[config.mk]
export PLATFORM = sky130hd
export DESIGN_NAME = rws_top
export DESIGN_NICKNAME = d
export VERILOG_FILES = /design/src/rws_sleep_timer.v /design/src/rws_top.v
export VERILOG_INCLUDE_DIRS = /design/src /design/src/src
export SDC_FILE = /design/constraint.sdc
export NUM_CORES = 1
export LEC_CHECK = 0
export BUFFER_PORTS_ARGS = -buffer_cell sky130_fd_sc_hd__buf_2
export CAP_MARGIN = 20
export CORE_ASPECT_RATIO = 1.2
export CORE_MARGIN = 1
export CORE_UTILIZATION = 53
export DETAILED_ROUTE_END_ITERATION = 10
export GPL_TIMING_DRIVEN = 0
export PLACE_DENSITY_LB_ADDON = 0.2
export SETUP_SLACK_MARGIN = 0.2
export SLEW_MARGIN = 20
export SYNTH_ARGS = -nofsm -noshare
export SYNTH_HDL_FRONTEND = slang
export SYNTH_SLANG_ARGS = --single-unit
[constraint.sdc]
create_clock -name clk -period 2.6 [get_ports clk]
set_input_delay 0.13 -clock clk [delete_from_list [all_inputs] [get_ports clk]]
set_output_delay 0.13 -clock clk [all_outputs]
set_load 0.01 [all_outputs]
[src/rws_map.vh]
// Function
// - status bit 7 mirrors the core's global interrupt enable, read only.
// - watchdog reset sets status bit 5; software may clear, never set.
// - power-up reset sets status bit 4; software may clear, never set.
// - watchdog disabled while power-up flag set; clearing it enables it for good.
// - writing 1 to status bit 3 sleeps until unmasked interrupt or reset.
// - writing 1 to status bit 0 halts the core until a reset.
// - power-up reset loads status register with only the power-up flag set.
// - after power-up, hold core off about 20 ms before first fetch.
// - watchdog counts sleep-timer overflows, resets at count three.
// - sleep timer on 32 kHz clock interrupts on each period overflow.
// - any watchdog-clear write clears watchdog; value 0x38 also clears sleep timer.
// - sleep wakes on any unmasked pending interrupt, ignoring global enable.
// - sleep is left only while the halt bit is clear.
// - on wake force internal clock; oscillator restarts, two slow cycles recovery.
// - after wake the core runs the next instruction before any handler.
// - setting sleep raises halt request at once; core samples on its rising edge.
// - after halt grant, wait core clock falling edge, then raise power-down.
// - power-down strobe turns off flash, fast oscillator, filter and bandgap.
// - wake interrupt synced on slow falling edge; power-down drops next rising edge.
// - next slow rising edge samples monitors; following falling edge drops halt request.
// - during sleep the voltage detector runs duty cycled.
// - duty setting 00,01,10,11 gives 1/128, 1/512, 1/32, 1/8 on-time.
`ifndef RWS_MAP_VH
`define RWS_MAP_VH

// register indices, byte address is four times the index
`define RWS_IDX_WDT_CLEAR     10'h0e3
`define RWS_IDX_STATUS        10'h0ff
`define RWS_IDX_MON_CMP       10'h1e4
`define RWS_IDX_MON_DUTY      10'h1eb
`define RWS_IDX_SLEEP_PERIOD  10'h1f0

// status and monitor duty register fields
`define RWS_SCR_GLOBAL_IRQ_ENABLED_STATUS_BIT      7
`define RWS_SCR_WATCHDOG_RESET_FLAG_BIT      5
`define RWS_SCR_POWER_UP_RESET_FLAG_BIT      4
`define RWS_SCR_SLEEP_BIT     3
`define RWS_SCR_STOP_BIT      0
`define RWS_SCR_RESET         8'h10
`define RWS_DUTY_HI           7
`define RWS_DUTY_LO           6

// special data values
`define RWS_WDT_CLR_TIMER     8'h38
`define RWS_WDT_FIRE_COUNT    2'h3

// timing
`define RWS_CLK_HZ            10000000
`define RWS_HOLDOFF_MS        20
`define RWS_HOLDOFF_CYCLES    ((`RWS_HOLDOFF_MS * `RWS_CLK_HZ) / 1000)

// axi responses
`define RWS_RESP_OKAY         2'h0
`define RWS_RESP_SLVERR       2'h2

`endif

[src/rws_sleep_timer.v]
`timescale 1ns/1ps
`default_nettype none
`include "rws_map.vh"

module rws_sleep_timer (
    // clock and reset
    input  wire        clk,
    input  wire        nrst,
    // control
    input  wire        lp_rise,
    input  wire [1:0]  period_sel,
    input  wire        clear_timer,
    input  wire        clear_wdt,
    input  wire        wdt_enable,
    // events
    output reg         overflow_reg,
    output reg         wdt_fire_reg
);

    reg  [14:0] count_reg;
    reg  [1:0]  wdt_count_reg;
    wire        at_end;

    // period in slow-clock ticks, minus one
    function [14:0] period_last;
        input [1:0] sel;
        begin
            case (sel)
                2'h0:    period_last = 15'h003f;
                2'h1:    period_last = 15'h01ff;
                2'h2:    period_last = 15'h0fff;
                default: period_last = 15'h7fff;
            endcase
        end
    endfunction

    assign at_end = lp_rise && (count_reg == period_last(period_sel));

    ////////////////////////////////////////////////////////////////////////
    always @(posedge clk or negedge nrst) begin
        if (!nrst) begin
            count_reg     <= 15'h0000;
            wdt_count_reg <= 2'h0;
            overflow_reg  <= 1'b0;
            wdt_fire_reg  <= 1'b0;
        end else begin
            overflow_reg <= 1'b0;
            wdt_fire_reg <= 1'b0;
            if (clear_timer || at_end) begin
                count_reg <= 15'h0000;
            end else if (lp_rise) begin
                count_reg <= count_reg + 15'h0001;
            end
            if (at_end && !clear_timer) begin
                overflow_reg <= 1'b1;
            end
            if (clear_wdt || !wdt_enable) begin
                wdt_count_reg <= 2'h0;
            end else if (at_end) begin
                if (wdt_count_reg == (`RWS_WDT_FIRE_COUNT - 2'h1)) begin
                    wdt_count_reg <= 2'h0;
                    wdt_fire_reg  <= 1'b1;
                end else begin
                    wdt_count_reg <= wdt_count_reg + 2'h1;
                end
            end
        end
    end

endmodule // rws_sleep_timer

`default_nettype wire

[src/rws_top.v]
// Chosen here: register access over AXI4-Lite.
`timescale 1ns/1ps
`default_nettype none
`include "rws_map.vh"

module rws_top #(
    parameter integer HOLDOFF_CYCLES = `RWS_HOLDOFF_CYCLES
) (
    // clock and reset
    input  wire        clk,
    input  wire        nrst,
    // axi4-lite write address
    input  wire [11:0] s_axi_awaddr,
    input  wire [2:0]  s_axi_awprot,
    input  wire        s_axi_awvalid,
    output reg         s_axi_awready,
    // axi4-lite write data
    input  wire [31:0] s_axi_wdata,
    input  wire [3:0]  s_axi_wstrb,
    input  wire        s_axi_wvalid,
    output reg         s_axi_wready,
    // axi4-lite write response
    output reg  [1:0]  s_axi_bresp,
    output reg         s_axi_bvalid,
    input  wire        s_axi_bready,
    // axi4-lite read
    input  wire [11:0] s_axi_araddr,
    input  wire [2:0]  s_axi_arprot,
    input  wire        s_axi_arvalid,
    output reg         s_axi_arready,
    output reg  [31:0] s_axi_rdata,
    output reg  [1:0]  s_axi_rresp,
    output reg         s_axi_rvalid,
    input  wire        s_axi_rready,
    // core side
    input  wire        core_clock,
    input  wire        global_irq_enable,
    input  wire        halt_grant,
    input  wire [7:0]  irq_pending,
    input  wire [7:0]  irq_mask,
    output reg         halt_request,
    output reg         core_stop,
    output reg         core_hold,
    output reg         clock_force_internal,
    output reg         sleep_timer_irq,
    output reg         watchdog_reset_event,
    // power side
    input  wire        lp_clock,
    input  wire        ext_reset,
    input  wire        low_voltage_detector,
    input  wire        ppor_comparator,
    output reg         power_down_strobe,
    output reg         monitor_enable
);

    // sleep sequencer states
    localparam [6:0] ST_RUN   = 7'h01;
    localparam [6:0] ST_REQ   = 7'h02;
    localparam [6:0] ST_GRANT = 7'h04;
    localparam [6:0] ST_SLEEP = 7'h08;
    localparam [6:0] ST_WK_PD = 7'h10;
    localparam [6:0] ST_WK_SM = 7'h20;
    localparam [6:0] ST_WK_BR = 7'h40;

    reg  [6:0]  state_reg;
    reg  [6:0]  state_next;
    reg         watchdog_reset_flag_reg;
    reg         power_up_reset_flag_reg;
    reg         sleep_reg;
    reg         stop_reg;
    reg  [1:0]  duty_reg;
    reg  [1:0]  period_reg;
    reg  [1:0]  mon_cmp_reg;
    reg  [8:0]  duty_cnt_reg;
    reg  [17:0] hold_cnt_reg;
    reg         lp_prev_reg;
    reg         core_prev_reg;
    reg         aw_full_reg;
    reg         w_full_reg;
    reg  [11:0] aw_addr_reg;
    reg  [31:0] w_data_reg;
    reg  [3:0]  w_strb_reg;
    reg  [31:0] rd_data;
    reg         rd_ok;
    wire        lp_rise;
    wire        lp_fall;
    wire        core_fall;
    wire        aw_take;
    wire        w_take;
    wire        wr_do;
    wire        wr_lane0;
    wire        wr_ok;
    wire        wr_scr;
    wire        wr_wdt;
    wire        sleep_write;
    wire        soft_reset;
    wire        wake_cond;
    wire        tmr_overflow;
    wire        wdt_fire;

    // word address hits a register index
    function hit;
        input [11:0] addr;
        input [9:0]  idx;
        begin
            hit = (addr == {idx, 2'b00});
        end
    endfunction

    function mapped;
        input [11:0] addr;
        begin
            mapped = hit(addr, `RWS_IDX_WDT_CLEAR) || hit(addr, `RWS_IDX_STATUS) ||
                     hit(addr, `RWS_IDX_MON_CMP) || hit(addr, `RWS_IDX_MON_DUTY) ||
                     hit(addr, `RWS_IDX_SLEEP_PERIOD);
        end
    endfunction

    // on-time period count, minus one
    function [8:0] duty_last;
        input [1:0] sel;
        begin
            case (sel)
                2'h0:    duty_last = 9'h07f;
                2'h1:    duty_last = 9'h1ff;
                2'h2:    duty_last = 9'h01f;
                default: duty_last = 9'h007;
            endcase
        end
    endfunction

    ////////////////////////////////////////////////////////////////////////
    // slow and core clocks are sampled as plain inputs
    assign lp_rise   = lp_clock && !lp_prev_reg;
    assign lp_fall   = !lp_clock && lp_prev_reg;
    assign core_fall = !core_clock && core_prev_reg;

    assign aw_take     = s_axi_awvalid && s_axi_awready;
    assign w_take      = s_axi_wvalid && s_axi_wready;
    assign wr_do       = aw_full_reg && w_full_reg && !s_axi_bvalid;
    assign wr_lane0    = wr_do && w_strb_reg[0];
    assign wr_ok       = mapped(aw_addr_reg);
    assign wr_scr      = wr_lane0 && hit(aw_addr_reg, `RWS_IDX_STATUS);
    assign wr_wdt      = wr_lane0 && hit(aw_addr_reg, `RWS_IDX_WDT_CLEAR);
    assign sleep_write = wr_scr && w_data_reg[`RWS_SCR_SLEEP_BIT];
    assign soft_reset  = wdt_fire || ext_reset;
    assign wake_cond   = |(irq_pending & irq_mask);

    rws_sleep_timer u_timer (
        .clk          (clk),
        .nrst         (nrst),
        .lp_rise      (lp_rise),
        .period_sel   (period_reg),
        .clear_timer  (wr_wdt && (w_data_reg[7:0] == `RWS_WDT_CLR_TIMER)),
        .clear_wdt    (wr_wdt),
        .wdt_enable   (!power_up_reset_flag_reg),
        .overflow_reg (tmr_overflow),
        .wdt_fire_reg (wdt_fire)
    );

    ////////////////////////////////////////////////////////////////////////
    // axi write channel
    always @(posedge clk or negedge nrst) begin
        if (!nrst) begin
            aw_full_reg   <= 1'b0;
            w_full_reg    <= 1'b0;
            aw_addr_reg   <= 12'h000;
            w_data_reg    <= 32'h00000000;
            w_strb_reg    <= 4'h0;
            s_axi_awready <= 1'b1;
            s_axi_wready  <= 1'b1;
            s_axi_bvalid  <= 1'b0;
            s_axi_bresp   <= `RWS_RESP_OKAY;
        end else begin
            if (aw_take) begin
                aw_full_reg   <= 1'b1;
                aw_addr_reg   <= s_axi_awaddr;
                s_axi_awready <= 1'b0;
            end
            if (w_take) begin
                w_full_reg   <= 1'b1;
                w_data_reg   <= s_axi_wdata;
                w_strb_reg   <= s_axi_wstrb;
                s_axi_wready <= 1'b0;
            end
            if (wr_do) begin
                aw_full_reg  <= 1'b0;
                w_full_reg   <= 1'b0;
                s_axi_bvalid <= 1'b1;
                s_axi_bresp  <= wr_ok ? `RWS_RESP_OKAY : `RWS_RESP_SLVERR;
            end
            if (s_axi_bvalid && s_axi_bready) begin
                s_axi_bvalid  <= 1'b0;
                s_axi_awready <= 1'b1;
                s_axi_wready  <= 1'b1;
            end
        end
    end

    ////////////////////////////////////////////////////////////////////////
    // axi read channel
    always @* begin
        rd_data = 32'h00000000;
        rd_ok   = 1'b1;
        if (hit(s_axi_araddr, `RWS_IDX_STATUS)) begin
            rd_data[`RWS_SCR_GLOBAL_IRQ_ENABLED_STATUS_BIT]  = global_irq_enable;
            rd_data[`RWS_SCR_WATCHDOG_RESET_FLAG_BIT]  = watchdog_reset_flag_reg;
            rd_data[`RWS_SCR_POWER_UP_RESET_FLAG_BIT]  = power_up_reset_flag_reg;
            rd_data[`RWS_SCR_SLEEP_BIT] = sleep_reg;
            rd_data[`RWS_SCR_STOP_BIT]  = stop_reg;
        end else if (hit(s_axi_araddr, `RWS_IDX_MON_CMP)) begin
            rd_data[1:0] = mon_cmp_reg;
        end else if (hit(s_axi_araddr, `RWS_IDX_MON_DUTY)) begin
            rd_data[`RWS_DUTY_HI:`RWS_DUTY_LO] = duty_reg;
        end else if (hit(s_axi_araddr, `RWS_IDX_SLEEP_PERIOD)) begin
            rd_data[1:0] = period_reg;
        end else if (!hit(s_axi_araddr, `RWS_IDX_WDT_CLEAR)) begin
            rd_ok = 1'b0;
        end
    end

    always @(posedge clk or negedge nrst) begin
        if (!nrst) begin
            s_axi_arready <= 1'b1;
            s_axi_rvalid  <= 1'b0;
            s_axi_rdata   <= 32'h00000000;
            s_axi_rresp   <= `RWS_RESP_OKAY;
        end else begin
            if (s_axi_arvalid && s_axi_arready) begin
                s_axi_arready <= 1'b0;
                s_axi_rvalid  <= 1'b1;
                s_axi_rdata   <= rd_data;
                s_axi_rresp   <= rd_ok ? `RWS_RESP_OKAY : `RWS_RESP_SLVERR;
            end else if (s_axi_rvalid && s_axi_rready) begin
                s_axi_rvalid  <= 1'b0;
                s_axi_arready <= 1'b1;
            end
        end
    end

    ////////////////////////////////////////////////////////////////////////
    // status and configuration registers
    always @(posedge clk or negedge nrst) begin
        if (!nrst) begin
            watchdog_reset_flag_reg   <= 1'b0;
            power_up_reset_flag_reg   <= 1'b1;
            sleep_reg  <= 1'b0;
            stop_reg   <= 1'b0;
            duty_reg   <= 2'h0;
            period_reg <= 2'h0;
        end else begin
            if (wr_scr) begin
                if (!w_data_reg[`RWS_SCR_POWER_UP_RESET_FLAG_BIT]) begin
                    power_up_reset_flag_reg <= 1'b0;
                end
                if (!w_data_reg[`RWS_SCR_WATCHDOG_RESET_FLAG_BIT]) begin
                    watchdog_reset_flag_reg <= 1'b0;
                end
                if (w_data_reg[`RWS_SCR_STOP_BIT]) begin
                    stop_reg <= 1'b1;
                end
                if (w_data_reg[`RWS_SCR_SLEEP_BIT]) begin
                    sleep_reg <= 1'b1;
                end
            end
            if (wr_lane0 && hit(aw_addr_reg, `RWS_IDX_MON_DUTY)) begin
                duty_reg <= w_data_reg[`RWS_DUTY_HI:`RWS_DUTY_LO];
            end
            if (wr_lane0 && hit(aw_addr_reg, `RWS_IDX_SLEEP_PERIOD)) begin
                period_reg <= w_data_reg[1:0];
            end
            // sleep bit drops when the wake sequence ends
            if (state_reg == ST_WK_BR && lp_fall) begin
                sleep_reg <= 1'b0;
            end
            // set wins over a same-cycle clear
            if (wdt_fire) begin
                watchdog_reset_flag_reg <= 1'b1;
            end
            if (soft_reset) begin
                sleep_reg <= 1'b0;
                stop_reg  <= 1'b0;
            end
        end
    end

    ////////////////////////////////////////////////////////////////////////
    // sleep and wake sequencer
    always @* begin
        state_next = state_reg;
        case (state_reg)
            ST_RUN: begin
                if (sleep_write && !halt_grant) begin
                    state_next = ST_REQ;
                end
            end
            ST_REQ: begin
                if (halt_grant) begin
                    state_next = ST_GRANT;
                end
            end
            ST_GRANT: begin
                if (core_fall) begin
                    state_next = ST_SLEEP;
                end
            end
            ST_SLEEP: begin
                // wake synced on slow falling edge
                if (lp_fall && wake_cond && !stop_reg) begin
                    state_next = ST_WK_PD;
                end
            end
            ST_WK_PD: begin
                if (lp_rise) begin
                    state_next = ST_WK_SM;
                end
            end
            ST_WK_SM: begin
                if (lp_rise) begin
                    state_next = ST_WK_BR;
                end
            end
            ST_WK_BR: begin
                if (lp_fall) begin
                    state_next = ST_RUN;
                end
            end
            default: begin
                state_next = ST_RUN;
            end
        endcase
    end

    always @(posedge clk or negedge nrst) begin
        if (!nrst) begin
            state_reg            <= ST_RUN;
            halt_request         <= 1'b0;
            power_down_strobe    <= 1'b0;
            clock_force_internal <= 1'b0;
            mon_cmp_reg          <= 2'h0;
        end else if (soft_reset) begin
            state_reg            <= ST_RUN;
            halt_request         <= 1'b0;
            power_down_strobe    <= 1'b0;
            clock_force_internal <= 1'b0;
        end else begin
            state_reg            <= state_next;
            clock_force_internal <= 1'b0;
            if (state_reg == ST_RUN && state_next == ST_REQ) begin
                halt_request <= 1'b1;
            end
            if (state_reg == ST_GRANT && state_next == ST_SLEEP) begin
                power_down_strobe <= 1'b1;
            end
            // strobe drops on next rising edge
            if (state_reg == ST_WK_PD && lp_rise) begin
                power_down_strobe    <= 1'b0;
                clock_force_internal <= 1'b1;
            end
            if (state_reg == ST_WK_SM && lp_rise) begin
                mon_cmp_reg <= {low_voltage_detector, ppor_comparator};
            end
            if (state_reg == ST_WK_BR && lp_fall) begin
                halt_request <= 1'b0;
            end
        end
    end

    ////////////////////////////////////////////////////////////////////////
    // monitor duty cycling, power-up hold-off and misc outputs
    always @(posedge clk or negedge nrst) begin
        if (!nrst) begin
            lp_prev_reg          <= 1'b0;
            core_prev_reg        <= 1'b0;
            duty_cnt_reg         <= 9'h000;
            monitor_enable       <= 1'b1;
            hold_cnt_reg         <= 18'h00000;
            core_hold            <= 1'b1;
            core_stop            <= 1'b0;
            sleep_timer_irq      <= 1'b0;
            watchdog_reset_event <= 1'b0;
        end else begin
            lp_prev_reg   <= lp_clock;
            core_prev_reg <= core_clock;
            // one slow period on per window
            if (state_reg != ST_SLEEP) begin
                duty_cnt_reg   <= 9'h000;
                monitor_enable <= 1'b1;
            end else if (lp_rise) begin
                if (duty_cnt_reg >= duty_last(duty_reg)) begin
                    duty_cnt_reg <= 9'h000;
                end else begin
                    duty_cnt_reg <= duty_cnt_reg + 9'h001;
                end
                monitor_enable <= (duty_cnt_reg >= duty_last(duty_reg));
            end
            if (core_hold) begin
                if (hold_cnt_reg >= HOLDOFF_CYCLES[17:0] - 18'h00001) begin
                    core_hold <= 1'b0;
                end else begin
                    hold_cnt_reg <= hold_cnt_reg + 18'h00001;
                end
            end
            core_stop            <= stop_reg && !soft_reset;
            sleep_timer_irq      <= tmr_overflow;
            watchdog_reset_event <= wdt_fire;
        end
    end

endmodule // rws_top

`default_nettype wire

==> summary.md <==
| Metric | Value |
|---|---|
| Run status | complete, no violations |
| Syn avg cell area | 10.3 um2 |
| Worst Hold Class | in -> reg |
| Yosys reg bits | 110 |
| Maximum vdd drop | 0.000521 V |
| FF/Latch Area | 2760 um2 |
| Die width | 96.0 um |
| Synthesis Warnings | 0 |
| Max reg flops | 18 |
| Final period util | 0.891 |
| IO Count | 145 |
| Synth Instances | 543 |
| Syn Std Cell Area | 5620 um2 |
| Crit Path Class | reg -> reg |
| Clock Sink Count | 110 |
| Leak | 3.24 nW |
| Largest net degree at the start of global routing | 59 |
| Nets@finish | 779 |
| Setup Skew | 0.00569 ns |
| Power density cells | 638 nW/um2 |
| Max Clock Freq | 432 MHz |
| DPL Wire Length | 8.46 mm |
| Final Hold Viols | 0 |
| ANT nets after route | 0 |
| Row cnt | 40 |
| Fill cells | 835 |
| Residual DRC | 0 |
| H-Tree Level Count | 3 |
| RSZ-0062 raised after global routing | false |
| Top FF cell, synth | dfrtp_1 |
| Final WL | 11.4 mm |
| Worst-case clock buffer depth | 2 |
| Cts bufs inserted | 9 |
| Vias in the first global route | 4183 |
| Port bufs | 84 |
| Worst Setup End Kind | flip-flop |
| Clock transition at path regs | 0.07 ns |
| Die height | 115 um |
| Finished Core Util | 0.662 |
| Die Area | 11000 um2 |
| Synthesis-to-finish area growth | 19.7% |
| Worst Max-Slew Pin Slew | 0.822 ns |
| Root Buffer Master | clkbuf_16 |
| Synth cell types | 67 |
| Gr usage total | 0.221 |
| Max-slew violations | 0 |
| Critical Path Start Type | flip-flop |
| DR vias | 4446 |
| Final instance area | 6730 um2 |
| Via density | 5.52 |
| Slew margin rel. | 0.447 |
| Share of cells above drive strength 1 | 0.268 |
| Total grt overflow | 0 |
| Max Cap Viol | 0 |
| Antenna cell count | 0 |
| Worst path arrival time | 2.55 ns |
| DP Area | 6330 um2 |
| Post-synth ARST share | 1.00 |
| Pre-antenna DRT Iters | 4 |
| Core Region | 10200 um2 |
| First-pass GRT wire length | 19.1 mm |
| GP Congestion | 0.830 |
| CTS tree | built |
| Postcts setup bufs | 0 |
| Latest clock arrival within the worst-skew pair | 0.34 ns |
| Period minus WS final | 2.32 ns |
| Starting density of the core | 0.553 |
| Multi-input gate area | 2660 um2 |
| Finish-stage setup viols | 0 |
| Worst Reg-to-Reg Cells | 7 |
| Worst endpoint required time | 2.83 ns |
| DRT iter0 DRCs | 221 |
| Post-synth EDFFs | 0 |
| Seq/Total Area, Yosys | 0.491 |
| Crit path max fanout | 9 |
| Routed wire per std cell | 14.1 um |
| Initial antenna violation count | 0 |
| Worst Hold Path Cells | 2 |
[power breakdown]
group	internal, mW	switching (mW)	total [mW]
registers	1.99	0.241	2.23
logic	0.414	0.359	0.773
clock network	0.677	0.611	1.29
[final cells by class]
class	count	area share
Buffer	38	0.0392
Clock buffer	11	0.0361
Clock inverter	5	0.00502
Inverter	16	0.00893
Multi-Input combinational cell	405	0.396
Sequential cell	110	0.411
Tap cell	126	0.0234
Timing Repair Buffer	94	0.0809
[worst paths after layout]
check | endpoint | slack [ns] | start
hold reg to reg | sleep_timer_irq$_DFF_PN0_ | 0.35 | u_timer.overflow_reg$_DFF_PN0_
setup / recovery | duty_cnt_reg[6]$_DFFE_PN0P_ | 0.28 | duty_reg[1]$_DFFE_PN0P_
min in group asynchronous | duty_cnt_reg[3]$_DFFE_PN0P_ | 0.30 | nrst
max in group asynchronous | s_axi_awready$_DFFE_PN1P_ | 1.60 | nrst
setup reg to reg | duty_cnt_reg[6]$_DFFE_PN0P_ | 0.28 | duty_reg[1]$_DFFE_PN0P_
hold / removal | aw_addr_reg[1]$_DFFE_PN0P_ | 0.01 | s_axi_awaddr[1]
[per-stage QoR]
step                      hold WS, ns  worst slack (ns)  power, mW  setup TNS (ns)  cells
after floorplan                -0.166             0.382       2.73               0    569
after global placement          0.265          -0.00269       2.95        -0.00441    779
after detailed placement        0.111          -0.00248       3.01        -0.00248    780
after CTS                     0.00712             0.234       4.34               0    805
after global routing          0.00921             0.204       4.55               0    805
final                          0.0148             0.284       4.29               0    805
[cell families (layout without fill, tap and decap cells)]
group,Yosys count,after routing,share of synthesized area
AO/OA/AOI/OAI,87,87,0.111
XOR/XNOR,32,32,0.0499
adder cells (fa/ha/maj),9,9,0.0200
buffers and inverters,54,164,0.0577
flip-flops,110,110,0.491
multiplexers,29,29,0.0579
other,1,27,0.000667
AND/OR/NAND/NOR,221,221,0.212
[placed cells by master (no fill, tap or decap), types with 3 or more instances in the layout]
cell type / netlist / routed
conb_1: 1 / 27
nor4_1: 11 / 10
nor2b_1: 8 / 8
inv_1: 16 / 16
or3_1: 7 / 7
buf_2: 1 / 84
nand3b_1: 3 / 3
a22oi_1: 8 / 8
mux2_2: 28 / 28
clkbuf_1: 7 / 8
o21ai_0: 15 / 15
nand3_1: 27 / 27
nand4_1: 12 / 12
nor2_1: 42 / 42
nand2_1: 44 / 44
buf_4: 28 / 28
dfrtp_1: 103 / 103
buf_6: 2 / 3
xor2_1: 15 / 15
ha_1: 9 / 9
and2_1: 7 / 7
and3_1: 12 / 12
o31ai_1: 4 / 4
a211oi_1: 8 / 8
dfstp_2: 7 / 7
a21oi_1: 16 / 15
or2_2: 3 / 3
nor3_1: 13 / 12
clkbuf_16: 0 / 9
a21o_1: 6 / 6
a221o_1: 3 / 3
dlygate4sd3_1: 0 / 9
xnor2_1: 17 / 17
nor3b_1: 3 / 3
and4_1: 5 / 5
nand2b_1: 9 / 9
[synthesized netlist by cell type (all sizes together), types with 4 or more instances]
cell / n / area (um2)
mux2: 28 / 315
a21o: 6 / 45.0
a22oi: 8 / 60.1
a211oi: 8 / 60.1
or2: 4 / 27.5
clkbuf: 7 / 26.3
and4: 5 / 43.8
buf: 31 / 238
nand4: 12 / 75.1
and2: 7 / 43.8
nor2: 42 / 158
or3: 7 / 43.8
ha: 9 / 113
dfrtp: 103 / 2580
dfstp: 7 / 184
inv: 16 / 60.1
nor3: 13 / 65.1
nand2: 44 / 165
nor4: 11 / 68.8
xnor2: 17 / 149
nand2b: 9 / 56.3
nor2b: 8 / 50.1
o31ai: 4 / 30.0
and3: 12 / 75.1
nand3: 27 / 135
o21ai: 15 / 75.1
xor2: 15 / 131
a21oi: 16 / 80.1
[worst max-delay path, cell delays in order (launching register included)]
cell and delay (ns):
dfrtp_1 0.45, and2_1 0.22, ha_1 0.27, nand3_1 0.05
or3_1 0.40, a21oi_4 0.32, nor2_1 0.18, a221o_1 0.31
[repair_timing]
| item | 4_1_cts | 5_1_grt |
|---|---|---|
| cloned | 0 | 0 |
| resized for setup | 3 | 2 |
| hold buffers | 9 | 0 |
| hold endpoints to repair | 58 | 0 |
| endpoints found under the setup margin | 16 | 6 |
[layer usage]
layer / wire [um] / global-route usage
met1: 5110 / 0.293
met2: 5600 / 0.370
met3: 462 / 0.0370
met4: 199 / 0.0716
met5: 0 / 0
Note: power is estimated with default switching activity, not from simulation.
